### config.mk
export PLATFORM = sky130hd
export DESIGN_NAME = i2cm_top
export DESIGN_NICKNAME = d
export VERILOG_FILES = /design/src/i2cm_pkg.sv /design/src/i2cm_bit_engine.sv /design/src/i2cm_top.sv
export VERILOG_INCLUDE_DIRS = /design/src
export SDC_FILE = /design/constraint.sdc
export NUM_CORES = 1
export LEC_CHECK = 0
export ABC_AREA = 1
export BUFFER_PORTS_ARGS = -buffer_cell sky130_fd_sc_hd__buf_2
export CAP_MARGIN = 20
export CORE_UTILIZATION = 28
export CTS_BUF_LIST = sky130_fd_sc_hd__clkbuf_8
export DETAILED_ROUTE_END_ITERATION = 7
export SKIP_CTS_REPAIR_TIMING = 1
export SYNTH_ARGS = -nofsm -noshare
export SYNTH_HDL_FRONTEND = slang
export SYNTH_SLANG_ARGS = --single-unit
### constraint.sdc
create_clock -name clk_i -period 1.7 [get_ports clk_i]
set_input_delay 0.17 -clock clk_i [delete_from_list [all_inputs] [get_ports clk_i]]
set_output_delay 0.17 -clock clk_i [all_outputs]
set_load 0.01 [all_outputs]
### src/i2cm_map.svh
// Timing, bit positions and reset values of the byte-oriented I2C master
`ifndef I2CM_MAP_SVH
`define I2CM_MAP_SVH

`define I2CM_CLK_PERIOD_PS   4000
`define I2CM_SCL_PERIOD_NS   10000
`define I2CM_QUARTER_CYC     ((`I2CM_SCL_PERIOD_NS * 1000 + 4 * `I2CM_CLK_PERIOD_PS - 1) / (4 * `I2CM_CLK_PERIOD_PS))
`define I2CM_BYTE_MSB        3'h7
`define I2CM_DIR_BIT         0
`define I2CM_LEVEL_ACK       1'h0
`define I2CM_LEVEL_NACK      1'h1
`define I2CM_RST_DONE        1'h1
`define I2CM_RST_CLEAR       1'h0
`define I2CM_RST_BYTE        8'h00
`define I2CM_RST_CNT         3'h0
`define I2CM_RST_SYNC        3'h7

`endif

### src/i2cm_pkg.sv
// Types shared by the I2C master byte controller and its bit engine
package i2cm_pkg;

    typedef enum logic [1:0] {
        I2CM_CMD_START = 2'h0,
        I2CM_CMD_STOP  = 2'h1,
        I2CM_CMD_WR    = 2'h2,
        I2CM_CMD_RD    = 2'h3
    } i2cm_cmd_e;

    // Gray along idle, ph0, ph1, ph2, ph3
    typedef enum logic [2:0] {
        I2CM_PH_IDLE = 3'h0,
        I2CM_PH_0    = 3'h1,
        I2CM_PH_1    = 3'h3,
        I2CM_PH_2    = 3'h2,
        I2CM_PH_3    = 3'h6
    } i2cm_phase_e;

    // Gray along idle, start, bits, ack, stop
    typedef enum logic [2:0] {
        I2CM_ST_IDLE = 3'h0,
        I2CM_ST_STA  = 3'h1,
        I2CM_ST_BIT  = 3'h3,
        I2CM_ST_ACK  = 3'h2,
        I2CM_ST_STP  = 3'h6
    } i2cm_state_e;

endpackage : i2cm_pkg

### src/i2cm_bit_engine.sv
// Bit-level engine: start, stop, one written or read bit on SCL/SDA
`timescale 1ns/1ps
`include "i2cm_map.svh"

module i2cm_bit_engine #(
    parameter int QUARTER_CYC = `I2CM_QUARTER_CYC
) (
    input  wire logic       clk_i,      // 250 MHz clock
    input  wire logic       rst_i,      // Async reset, active high
    input  wire logic       go_i,       // Start a bit command
    input  wire logic [1:0] cmd_i,      // Command code
    input  wire logic       bit_i,      // Bit to write
    output logic            done_o,     // Command finished, one cycle
    output logic            rx_bit_o,   // Sampled SDA bit
    input  wire logic       scl_i,      // SCL pin level
    input  wire logic       sda_i,      // SDA pin level
    output logic            scl_oe_o,   // Pull SCL low
    output logic            sda_oe_o    // Pull SDA low
);

    generate
        if (QUARTER_CYC < 1 || QUARTER_CYC > 65535) begin : g_bad_quarter
            $error("QUARTER_CYC out of range");
        end
    endgenerate

    i2cm_pkg::i2cm_phase_e ph_r, ph_nxt;
    logic [15:0] cnt_r, cnt_nxt;
    logic [1:0]  cmd_r, cmd_nxt;
    logic        bit_r, bit_nxt;
    logic        done_nxt, rx_nxt, scl_oe_nxt, sda_oe_nxt;
    logic [2:0]  scl_s_r, sda_s_r;
    logic        scl_f_r, sda_f_r;

    // Three-stage sampling; a level counts once stages two and three agree
    always_ff @(posedge clk_i or posedge rst_i) begin
        if (rst_i) begin
            scl_s_r <= `I2CM_RST_SYNC;
            sda_s_r <= `I2CM_RST_SYNC;
            scl_f_r <= 1'h1;
            sda_f_r <= 1'h1;
        end else begin
            scl_s_r <= {scl_s_r[1:0], scl_i};
            sda_s_r <= {sda_s_r[1:0], sda_i};
            scl_f_r <= (scl_s_r[1] == scl_s_r[2]) ? scl_s_r[2] : scl_f_r;
            sda_f_r <= (sda_s_r[1] == sda_s_r[2]) ? sda_s_r[2] : sda_f_r;
        end
    end

    always_comb begin
        ph_nxt     = ph_r;
        cnt_nxt    = cnt_r;
        cmd_nxt    = cmd_r;
        bit_nxt    = bit_r;
        done_nxt   = 1'h0;
        rx_nxt     = rx_bit_o;
        scl_oe_nxt = scl_oe_o;
        sda_oe_nxt = sda_oe_o;
        if (ph_r == i2cm_pkg::I2CM_PH_IDLE) begin
            if (go_i) begin
                ph_nxt  = i2cm_pkg::I2CM_PH_0;
                cnt_nxt = 16'h0000;
                cmd_nxt = cmd_i;
                bit_nxt = bit_i;
            end
        // Phases 1 and 2, with SCL released, hold while a slave stretches the clock
        end else if ((ph_r == i2cm_pkg::I2CM_PH_1 || ph_r == i2cm_pkg::I2CM_PH_2) && !scl_f_r) begin
            cnt_nxt = cnt_r;
        end else if (cnt_r != 16'(QUARTER_CYC - 1)) begin
            cnt_nxt = cnt_r + 16'h0001;
        end else begin
            cnt_nxt = 16'h0000;
            case (ph_r)
                i2cm_pkg::I2CM_PH_0: ph_nxt = i2cm_pkg::I2CM_PH_1;
                i2cm_pkg::I2CM_PH_1: ph_nxt = i2cm_pkg::I2CM_PH_2;
                i2cm_pkg::I2CM_PH_2: begin
                    ph_nxt = i2cm_pkg::I2CM_PH_3;
                    rx_nxt = sda_f_r;
                end
                i2cm_pkg::I2CM_PH_3: begin
                    ph_nxt   = i2cm_pkg::I2CM_PH_IDLE;
                    done_nxt = 1'h1;
                end
                default: ph_nxt = i2cm_pkg::I2CM_PH_IDLE;
            endcase
        end
        // Pin drive follows the phase being entered
        case (ph_nxt)
            i2cm_pkg::I2CM_PH_0: begin
                scl_oe_nxt = (cmd_nxt == i2cm_pkg::I2CM_CMD_STOP) || (cmd_nxt != i2cm_pkg::I2CM_CMD_START) ||
                             scl_oe_o;
                sda_oe_nxt = (cmd_nxt == i2cm_pkg::I2CM_CMD_STOP) ||
                             (cmd_nxt == i2cm_pkg::I2CM_CMD_WR && !bit_nxt);
            end
            i2cm_pkg::I2CM_PH_1: scl_oe_nxt = 1'h0;
            i2cm_pkg::I2CM_PH_2: begin
                if (cmd_r == i2cm_pkg::I2CM_CMD_START) begin
                    sda_oe_nxt = 1'h1;
                end
                if (cmd_r == i2cm_pkg::I2CM_CMD_STOP) begin
                    sda_oe_nxt = 1'h0;
                end
            end
            i2cm_pkg::I2CM_PH_3: scl_oe_nxt = (cmd_r != i2cm_pkg::I2CM_CMD_STOP);
            default: ;
        endcase
    end

    always_ff @(posedge clk_i or posedge rst_i) begin
        if (rst_i) begin
            ph_r     <= i2cm_pkg::I2CM_PH_IDLE;
            cnt_r    <= 16'h0000;
            cmd_r    <= 2'h0;
            bit_r    <= 1'h1;
            done_o   <= 1'h0;
            rx_bit_o <= 1'h1;
            scl_oe_o <= 1'h0;
            sda_oe_o <= 1'h0;
        end else begin
            ph_r     <= ph_nxt;
            cnt_r    <= cnt_nxt;
            cmd_r    <= cmd_nxt;
            bit_r    <= bit_nxt;
            done_o   <= done_nxt;
            rx_bit_o <= rx_nxt;
            scl_oe_o <= scl_oe_nxt;
            sda_oe_o <= sda_oe_nxt;
        end
    end

endmodule : i2cm_bit_engine

### src/i2cm_top.sv
// Byte-oriented I2C master: start, address, page write, sequential read, stop
//
// How it works
// (RL1) Software waits for done before any transfer.
// (RL2) Start request plus write sends start, then byte.
// (RL3) Each accepted data write clears done at once.
// (RL4) Done sets after each byte and its acknowledge bit complete.
// (RL5) Slave acknowledge of last byte is reported.
// (RL6) Software checks done and ack per byte.
// (RL7) Page write bytes follow without any stop.
// (RL8) Slave stores page bytes at successive addresses.
// (RL9) Start with direction one gives repeated start read.
// (RL10) Dummy write in read mode clocks one byte in.
// (RL11) Full byte sets receive flag and data.
// (RL12) Master acknowledge bit acknowledges each received byte.
// (RL13) Slave keeps sending while master acknowledges.
// (RL14) Ack bit cleared before last byte means nack.
// (RL15) Stop request plus write makes stop, then done.
// (RL16) Stop releases the bus ownership.
// (RL17) Sequential read begins by random or current read.
// (RL18) Software aborts with stop after about 1 ms.
// (RL19) Reset leaves bus idle, requests clear, done set.
`timescale 1ns/1ps
`include "i2cm_map.svh"

module i2cm_top #(
    parameter int QUARTER_CYC = `I2CM_QUARTER_CYC
) (
    input  wire logic       clk_i,                  // 250 MHz clock
    input  wire logic       rst_i,                  // Async reset, active high
    input  wire logic       gen_start_request_i,    // Control: start before byte
    input  wire logic       gen_stop_request_i,     // Control: stop on next write
    input  wire logic       controller_enable_bit_i,// Control: controller enable
    input  wire logic       master_ack_request_i,   // Control: ack received bytes
    input  wire logic       tx_wr_i,                // Transmit data write strobe
    input  wire logic [7:0] tx_data_i,              // Transmit data
    input  wire logic       rx_rd_i,                // Receive data read strobe
    output logic            transfer_done_flag_o,   // Status: operation complete
    output logic            slave_ack_flag_o,       // Status: slave acknowledged
    output logic            rx_byte_ready_flag_o,   // Status: byte received
    output logic [7:0]      rx_data_o,              // Receive data
    output logic            bus_owned_o,            // Bus held between start and stop
    input  wire logic       scl_i,                  // SCL pin level
    output logic            scl_o,                  // SCL drive value
    output logic            scl_oe_o,               // SCL drive enable
    input  wire logic       sda_i,                  // SDA pin level
    output logic            sda_o,                  // SDA drive value
    output logic            sda_oe_o                // SDA drive enable
);

    i2cm_pkg::i2cm_state_e st_r, st_nxt;
    logic       done_r, done_nxt;
    logic       sack_r, sack_nxt;
    logic       rxr_r, rxr_nxt;
    logic [7:0] rxd_r, rxd_nxt;
    logic [7:0] sh_r, sh_nxt;
    logic [2:0] cnt_r, cnt_nxt;
    logic       rdm_r, rdm_nxt;
    logic       rdb_r, rdb_nxt;
    logic       sta_r, sta_nxt;
    logic       stp_r, stp_nxt;
    logic       own_r, own_nxt;
    logic       go_r, go_nxt;
    logic [1:0] cmd_r, cmd_nxt;
    logic       bit_r, bit_nxt;
    logic       eng_done, eng_rx;
    logic       accept;

    // Writes while a byte is on the wire are dropped; software polls done first
    assign accept = tx_wr_i && controller_enable_bit_i && st_r == i2cm_pkg::I2CM_ST_IDLE; // RL1

    i2cm_bit_engine #(
        .QUARTER_CYC (QUARTER_CYC)
    ) u_bit (
        .clk_i    (clk_i),
        .rst_i    (rst_i),
        .go_i     (go_r),
        .cmd_i    (cmd_r),
        .bit_i    (bit_r),
        .done_o   (eng_done),
        .rx_bit_o (eng_rx),
        .scl_i    (scl_i),
        .sda_i    (sda_i),
        .scl_oe_o (scl_oe_o),
        .sda_oe_o (sda_oe_o)
    );

    always_comb begin
        st_nxt   = st_r;
        done_nxt = done_r;
        sack_nxt = sack_r;
        rxr_nxt  = rxr_r;
        rxd_nxt  = rxd_r;
        sh_nxt   = sh_r;
        cnt_nxt  = cnt_r;
        rdm_nxt  = rdm_r;
        rdb_nxt  = rdb_r;
        sta_nxt  = sta_r;
        stp_nxt  = stp_r;
        own_nxt  = own_r;
        go_nxt   = 1'h0;
        cmd_nxt  = cmd_r;
        bit_nxt  = bit_r;
        if (rx_rd_i) begin
            rxr_nxt = 1'h0;
        end
        case (st_r)
            i2cm_pkg::I2CM_ST_IDLE: begin
                if (accept) begin
                    done_nxt = 1'h0;                                    // RL3
                    sh_nxt   = tx_data_i;
                    sta_nxt  = gen_start_request_i;
                    stp_nxt  = gen_stop_request_i;
                    cnt_nxt  = `I2CM_BYTE_MSB;
                    go_nxt   = 1'h1;
                    if (gen_stop_request_i) begin
                        st_nxt  = i2cm_pkg::I2CM_ST_STP;                // RL15
                        cmd_nxt = i2cm_pkg::I2CM_CMD_STOP;
                    end else if (gen_start_request_i) begin
                        st_nxt  = i2cm_pkg::I2CM_ST_STA;                // RL2 RL9
                        cmd_nxt = i2cm_pkg::I2CM_CMD_START;
                    end else begin
                        // Plain write: next page byte, or dummy that fetches a read byte
                        st_nxt  = i2cm_pkg::I2CM_ST_BIT;                // RL7 RL10
                        rdb_nxt = rdm_r;
                        cmd_nxt = rdm_r ? i2cm_pkg::I2CM_CMD_RD : i2cm_pkg::I2CM_CMD_WR;
                        bit_nxt = tx_data_i[7];
                    end
                end
            end
            i2cm_pkg::I2CM_ST_STA: begin
                if (eng_done) begin
                    own_nxt = 1'h1;
                    rdm_nxt = sh_r[`I2CM_DIR_BIT];                      // RL9
                    rdb_nxt = 1'h0;
                    st_nxt  = i2cm_pkg::I2CM_ST_BIT;
                    go_nxt  = 1'h1;
                    cmd_nxt = i2cm_pkg::I2CM_CMD_WR;
                    bit_nxt = sh_r[7];
                end
            end
            i2cm_pkg::I2CM_ST_BIT: begin
                if (eng_done) begin
                    sh_nxt = {sh_r[6:0], eng_rx};
                    go_nxt = 1'h1;
                    if (cnt_r != 3'h0) begin
                        cnt_nxt = cnt_r - 3'h1;
                        bit_nxt = sh_r[6];
                    end else begin
                        st_nxt = i2cm_pkg::I2CM_ST_ACK;
                        if (rdb_r) begin
                            // Ack level taken live so software can drop it before the last byte
                            cmd_nxt = i2cm_pkg::I2CM_CMD_WR;
                            bit_nxt = master_ack_request_i ? `I2CM_LEVEL_ACK : `I2CM_LEVEL_NACK; // RL12 RL14
                            rxd_nxt = {sh_r[6:0], eng_rx};
                            rxr_nxt = 1'h1;                             // RL11
                        end else begin
                            cmd_nxt = i2cm_pkg::I2CM_CMD_RD;
                            bit_nxt = `I2CM_LEVEL_NACK;
                        end
                    end
                end
            end
            i2cm_pkg::I2CM_ST_ACK: begin
                if (eng_done) begin
                    st_nxt   = i2cm_pkg::I2CM_ST_IDLE;
                    done_nxt = 1'h1;                                    // RL4
                    if (!rdb_r) begin
                        sack_nxt = (eng_rx == `I2CM_LEVEL_ACK);         // RL5
                    end
                end
            end
            i2cm_pkg::I2CM_ST_STP: begin
                if (eng_done) begin
                    st_nxt   = i2cm_pkg::I2CM_ST_IDLE;
                    done_nxt = 1'h1;                                    // RL15
                    own_nxt  = 1'h0;                                    // RL16
                    rdm_nxt  = 1'h0;
                    sta_nxt  = 1'h0;
                    stp_nxt  = 1'h0;
                end
            end
            default: st_nxt = i2cm_pkg::I2CM_ST_IDLE;
        endcase
    end

    always_ff @(posedge clk_i or posedge rst_i) begin
        if (rst_i) begin
            st_r   <= i2cm_pkg::I2CM_ST_IDLE;                           // RL19
            done_r <= `I2CM_RST_DONE;                                   // RL19
            sack_r <= `I2CM_RST_CLEAR;
            rxr_r  <= `I2CM_RST_CLEAR;
            rxd_r  <= `I2CM_RST_BYTE;
            sh_r   <= `I2CM_RST_BYTE;
            cnt_r  <= `I2CM_RST_CNT;
            rdm_r  <= `I2CM_RST_CLEAR;
            rdb_r  <= `I2CM_RST_CLEAR;
            sta_r  <= `I2CM_RST_CLEAR;                                  // RL19
            stp_r  <= `I2CM_RST_CLEAR;                                  // RL19
            own_r  <= `I2CM_RST_CLEAR;
            go_r   <= `I2CM_RST_CLEAR;
            cmd_r  <= 2'h0;
            bit_r  <= 1'h1;
            scl_o  <= 1'h0;
            sda_o  <= 1'h0;
        end else begin
            st_r   <= st_nxt;
            done_r <= done_nxt;
            sack_r <= sack_nxt;
            rxr_r  <= rxr_nxt;
            rxd_r  <= rxd_nxt;
            sh_r   <= sh_nxt;
            cnt_r  <= cnt_nxt;
            rdm_r  <= rdm_nxt;
            rdb_r  <= rdb_nxt;
            sta_r  <= sta_nxt;
            stp_r  <= stp_nxt;
            own_r  <= own_nxt;
            go_r   <= go_nxt;
            cmd_r  <= cmd_nxt;
            bit_r  <= bit_nxt;
            scl_o  <= 1'h0;
            sda_o  <= 1'h0;
        end
    end

    assign transfer_done_flag_o = done_r;
    assign slave_ack_flag_o     = sack_r;
    assign rx_byte_ready_flag_o = rxr_r;
    assign rx_data_o            = rxd_r;
    assign bus_owned_o          = own_r;
endmodule : i2cm_top

==> flow_metrics.env <==
export IMPL_irDropWorstVdd_mv=0.5501
export IMPL_timing_hold_worst_class="input port to flop"
export IMPL_worst_slew_pin_slew_ns=0.5540
export IMPL_drtAntennaViolNets=0
export IMPL_netlist_area_leader_share_pct=41.70
export IMPL_synth_seq_cells=66
export IMPL_totalNegativeSetupSlack_ns=-0.06636
export IMPL_cellLeakagePower_nw=2.002
export IMPL_finish_net_count=473
export IMPL_initial_utilization_pct=29.25
export IMPL_crit_required_ns=1.93
export IMPL_routed_wirelength_um=7077
export IMPL_grt_total_ovfl=0
export IMPL_setup_repair_after_global_routing_missed_its_margin="yes"
export IMPL_max_freq_ghz=0.5735
export IMPL_hold_viol_final=0
export IMPL_grt_antenna_before_repair=0
export IMPL_placement_rows=38
export IMPL_grt_pass1_vias=2704
export IMPL_clock_tree_htree_level_count=3
export IMPL_floorplan_die_width_um=109.6
export IMPL_reg2reg_depth=11
export IMPL_timing_final_setup_violations=2
export IMPL_routed_via_count=2697
export IMPL_clk_insertion_delay_late_ns=0.34
export IMPL_synth_area_leader_cell="dfrtp_1"
export IMPL_max_clock_path_buffers=2
export IMPL_outcome="complete, but fails checks"
export IMPL_tritoncts="built"
export IMPL_average_vias_per_placed_instance=4.525
export IMPL_violations_in_the_final_reports="setup timing"
export IMPL_gp_routability_congestion=0.8112
export IMPL_grt_max_degree=25
export IMPL_min_delay_start="tx_data_i[2]"
export IMPL_drc=0
export IMPL_per_instance_average_area_after_synthesis_um2=8.573
export IMPL_criticalPathCategory="flop to flop"
export IMPL_timing_max_cap_violations=0
export IMPL_cts_buffers_inserted=9
export IMPL_syn_inst=378
export IMPL_global_route_usage_total_pct=12.79
export IMPL_synth_top_cells_by_area="dfrtp_1 42%, dfstp_2 9.7%, nand2_1 9.2%"
export IMPL_ys_seq_area_share_pct=51.43
export IMPL_syn_area_um2=3241
export IMPL_finalMaxSlewViolations=0
export IMPL_core_um2=11080
export IMPL_finClkSkew_ns=0.01056
export IMPL_input_output_buffers=31
export IMPL_clock_sinks=66
export IMPL_synth_warnings=0
export IMPL_critical_path_startpoint_category="flop"
export IMPL_worstHoldEndpoint="sh_r[2]"
export IMPL_worstPathArrival_ns=1.97
export IMPL_insertedDiodeCount=0
export IMPL_period_minus_slack_ns=1.744
export IMPL_clock_tree_root_cell="clkbuf_8"
export IMPL_grt_first_pass_wirelength_um=11920
export IMPL_slew_limit_headroom_pct=62.99
export IMPL_hold_path_cell_cnt=3
export IMPL_ys_types=42
export IMPL_post_layout_worst_setup_margin_ns=-0.04360
export IMPL_die_height_um=109.6
export IMPL_floorplan_die_area_um2=12010
export IMPL_dp_slack_ns=-0.05850
export IMPL_critical_path_reg2reg_startpoint="u_bit.cnt_r[0]"
export IMPL_number_of_filler_cells_placed_in_the_layout=1150
export IMPL_pwr_dens_nw_per_um2=1181
export IMPL_drt_first_pass_iters=4
export IMPL_drt_wirelength_per_cell_um=11.87
export IMPL_worstPathMaxFanout=5
export IMPL_worst_setup_hold_path_clk_slew_ns=0.08
export IMPL_reg2reg_slack_ns=-0.04
export IMPL_timing_rr_end="u_bit.scl_oe_o"
export IMPL_hpwl_detailed_um=5085
export IMPL_period_share_pct=102.6
export IMPL_boundaryPins=34
export IMPL_final_layout_size_suffix_gt1_share_pct=29.17
export IMPL_timing_critical_path_to_type="flop"
export IMPL_detailedRoute_firstIterationViolations=89
export IMPL_layout_area_overhead_vs_synth_pct=27.64
==> area by class of cell <==
type | instances | area, µm² | share of cell area [%]
clock inverter | 7 | 70.07 | 1.694
multi-input combinational | 246 | 1413 | 34.15
sequential | 66 | 1669 | 40.35
tap | 140 | 175.2 | 4.235
clock buffer | 9 | 123.9 | 2.995
timing repair buffer | 65 | 445.4 | 10.77
inverter | 63 | 240.2 | 5.808
==> per-layer routing <==
metal	share of wire, %	vias to the layer above	GRT usage (%)	wire length, µm
met2	49	33	21.74	3478
li1	-	1378	-	-
met1	46	1277	15.46	3278
met3	3.3	9	3.675	231
met4	1.3	0	4.381	89
met5	0	-	0	0
==> report_power, final <==
| part | switching, mW | internal [mW] | total [mW] |
|---|---|---|---|
| Combinational | 1.03 | 0.644 | 1.67 |
| Sequential | 0.112 | 1.80 | 1.92 |
| Clock | 0.626 | 0.674 | 1.30 |
==> cells by family after synthesis <==
| family | count (synthesis) | share of synthesized area [%] |
|---|---|---|
| XOR/XNOR | 6 | 1.622 |
| other | 1 | 0.1157 |
| buffers and inverters | 68 | 8.340 |
| AO/OA/AOI/OAI | 81 | 15.21 |
| adder cells (fa/ha/maj) | 6 | 2.162 |
| flip-flops | 66 | 51.43 |
| AND/OR/NAND/NOR | 150 | 21.12 |
==> how the worst max path moves through the flow <==
| stage | from | to | slack [ns] | cells past startpoint |
|---|---|---|---|---|
| floorplan | u_bit.cnt_r[0] | u_bit.scl_oe_o | 0.13 | 11 |
| global placement | u_bit.cnt_r[0] | u_bit.sda_oe_o | 0.03 | 13 |
| CTS | u_bit.cnt_r[0] | u_bit.scl_oe_o | -0.08 | 11 |
| global route | u_bit.cnt_r[0] | u_bit.sda_oe_o | -0.16 | 13 |
| detailed placement | u_bit.cnt_r[0] | u_bit.scl_oe_o | -0.06 | 11 |
| finish | u_bit.cnt_r[0] | u_bit.scl_oe_o | -0.04 | 11 |
==> flip-flops by register name, indices dropped and copies added (netlist names), 2 cells and up <==
signal	cells
u_bit.cnt_r	16
rx_data_o	8
sh_r	8
cnt_r	3
st_r	3
u_bit.ph_r	3
u_bit.scl_s_r	3
u_bit.sda_s_r	3
cmd_r	2
u_bit.cmd_r	2
==> critical path, stage by stage (launching register included) <==
cell	delay, ns
dfrtp_1	0.43
inv_1	0.08
ha_2	0.18
nand3_2	0.10
nor2_4	0.15
nand3_4	0.11
nand2_4	0.08
nand3_4	0.10
nor2_4	0.15
nand2_1	0.08
o21ai_1	0.12
nor2_1	0.06
==> cells in the final DEF, fill, tap and decap left out, types with 3 or more instances in the layout <==
master,count
nor3_1,3
nand2_4,5
o22ai_1,5
a21oi_1,8
dlygate4sd3_1,4
nand3_1,18
nor2_1,24
nand2_1,73
inv_2,5
inv_1,58
dfstp_2,12
o21ai_0,41
o21ai_2,4
nor2_4,5
ha_1,3
buf_2,31
o211ai_1,8
buf_4,28
nor2_2,5
dfrtp_1,52
nand2_2,6
clkbuf_8,9
xor2_1,4
o21ai_1,5
clkinvlp_4,4
==> through the flow <==
step | total power [mW] | hold slack [ns] | util [%] | instances | area [µm²]
after floorplan | 3.022 | 0.1745 | - | 379 | 3248
after global placement | 3.395 | 0.2576 | 33.92 | 570 | 3757
after detailed placement | 3.436 | 0.2592 | 33.92 | 570 | 3757
after CTS | 4.762 | -0.1199 | 35.67 | 586 | 3951
after global routing | 5.239 | 0.08770 | 37.34 | 596 | 4136
final | 4.887 | 0.08817 | 37.34 | 596 | 4136
==> cell usage after synthesis, drive strengths merged <==
| master | count |
|---|---|
| o211ai | 9 |
| nand4 | 3 |
| o22ai | 5 |
| xor2 | 4 |
| xnor2 | 2 |
| a31oi | 1 |
| buf | 3 |
| ha | 4 |
| nor4 | 1 |
| o32ai | 1 |
| conb | 1 |
| nand3b | 1 |
| maj3 | 2 |
| a21oi | 9 |
| a221oi | 1 |
| nand3 | 22 |
| o31ai | 1 |
| dfstp | 12 |
| dfrtp | 54 |
| clkbuf | 2 |
| o21ai | 50 |
| a2bb2oi | 1 |
| nand2 | 84 |
| a22oi | 2 |
| inv | 63 |
| nor2 | 35 |
| nor3 | 4 |
| o21a | 1 |
(Power assumes the default switching activity.)
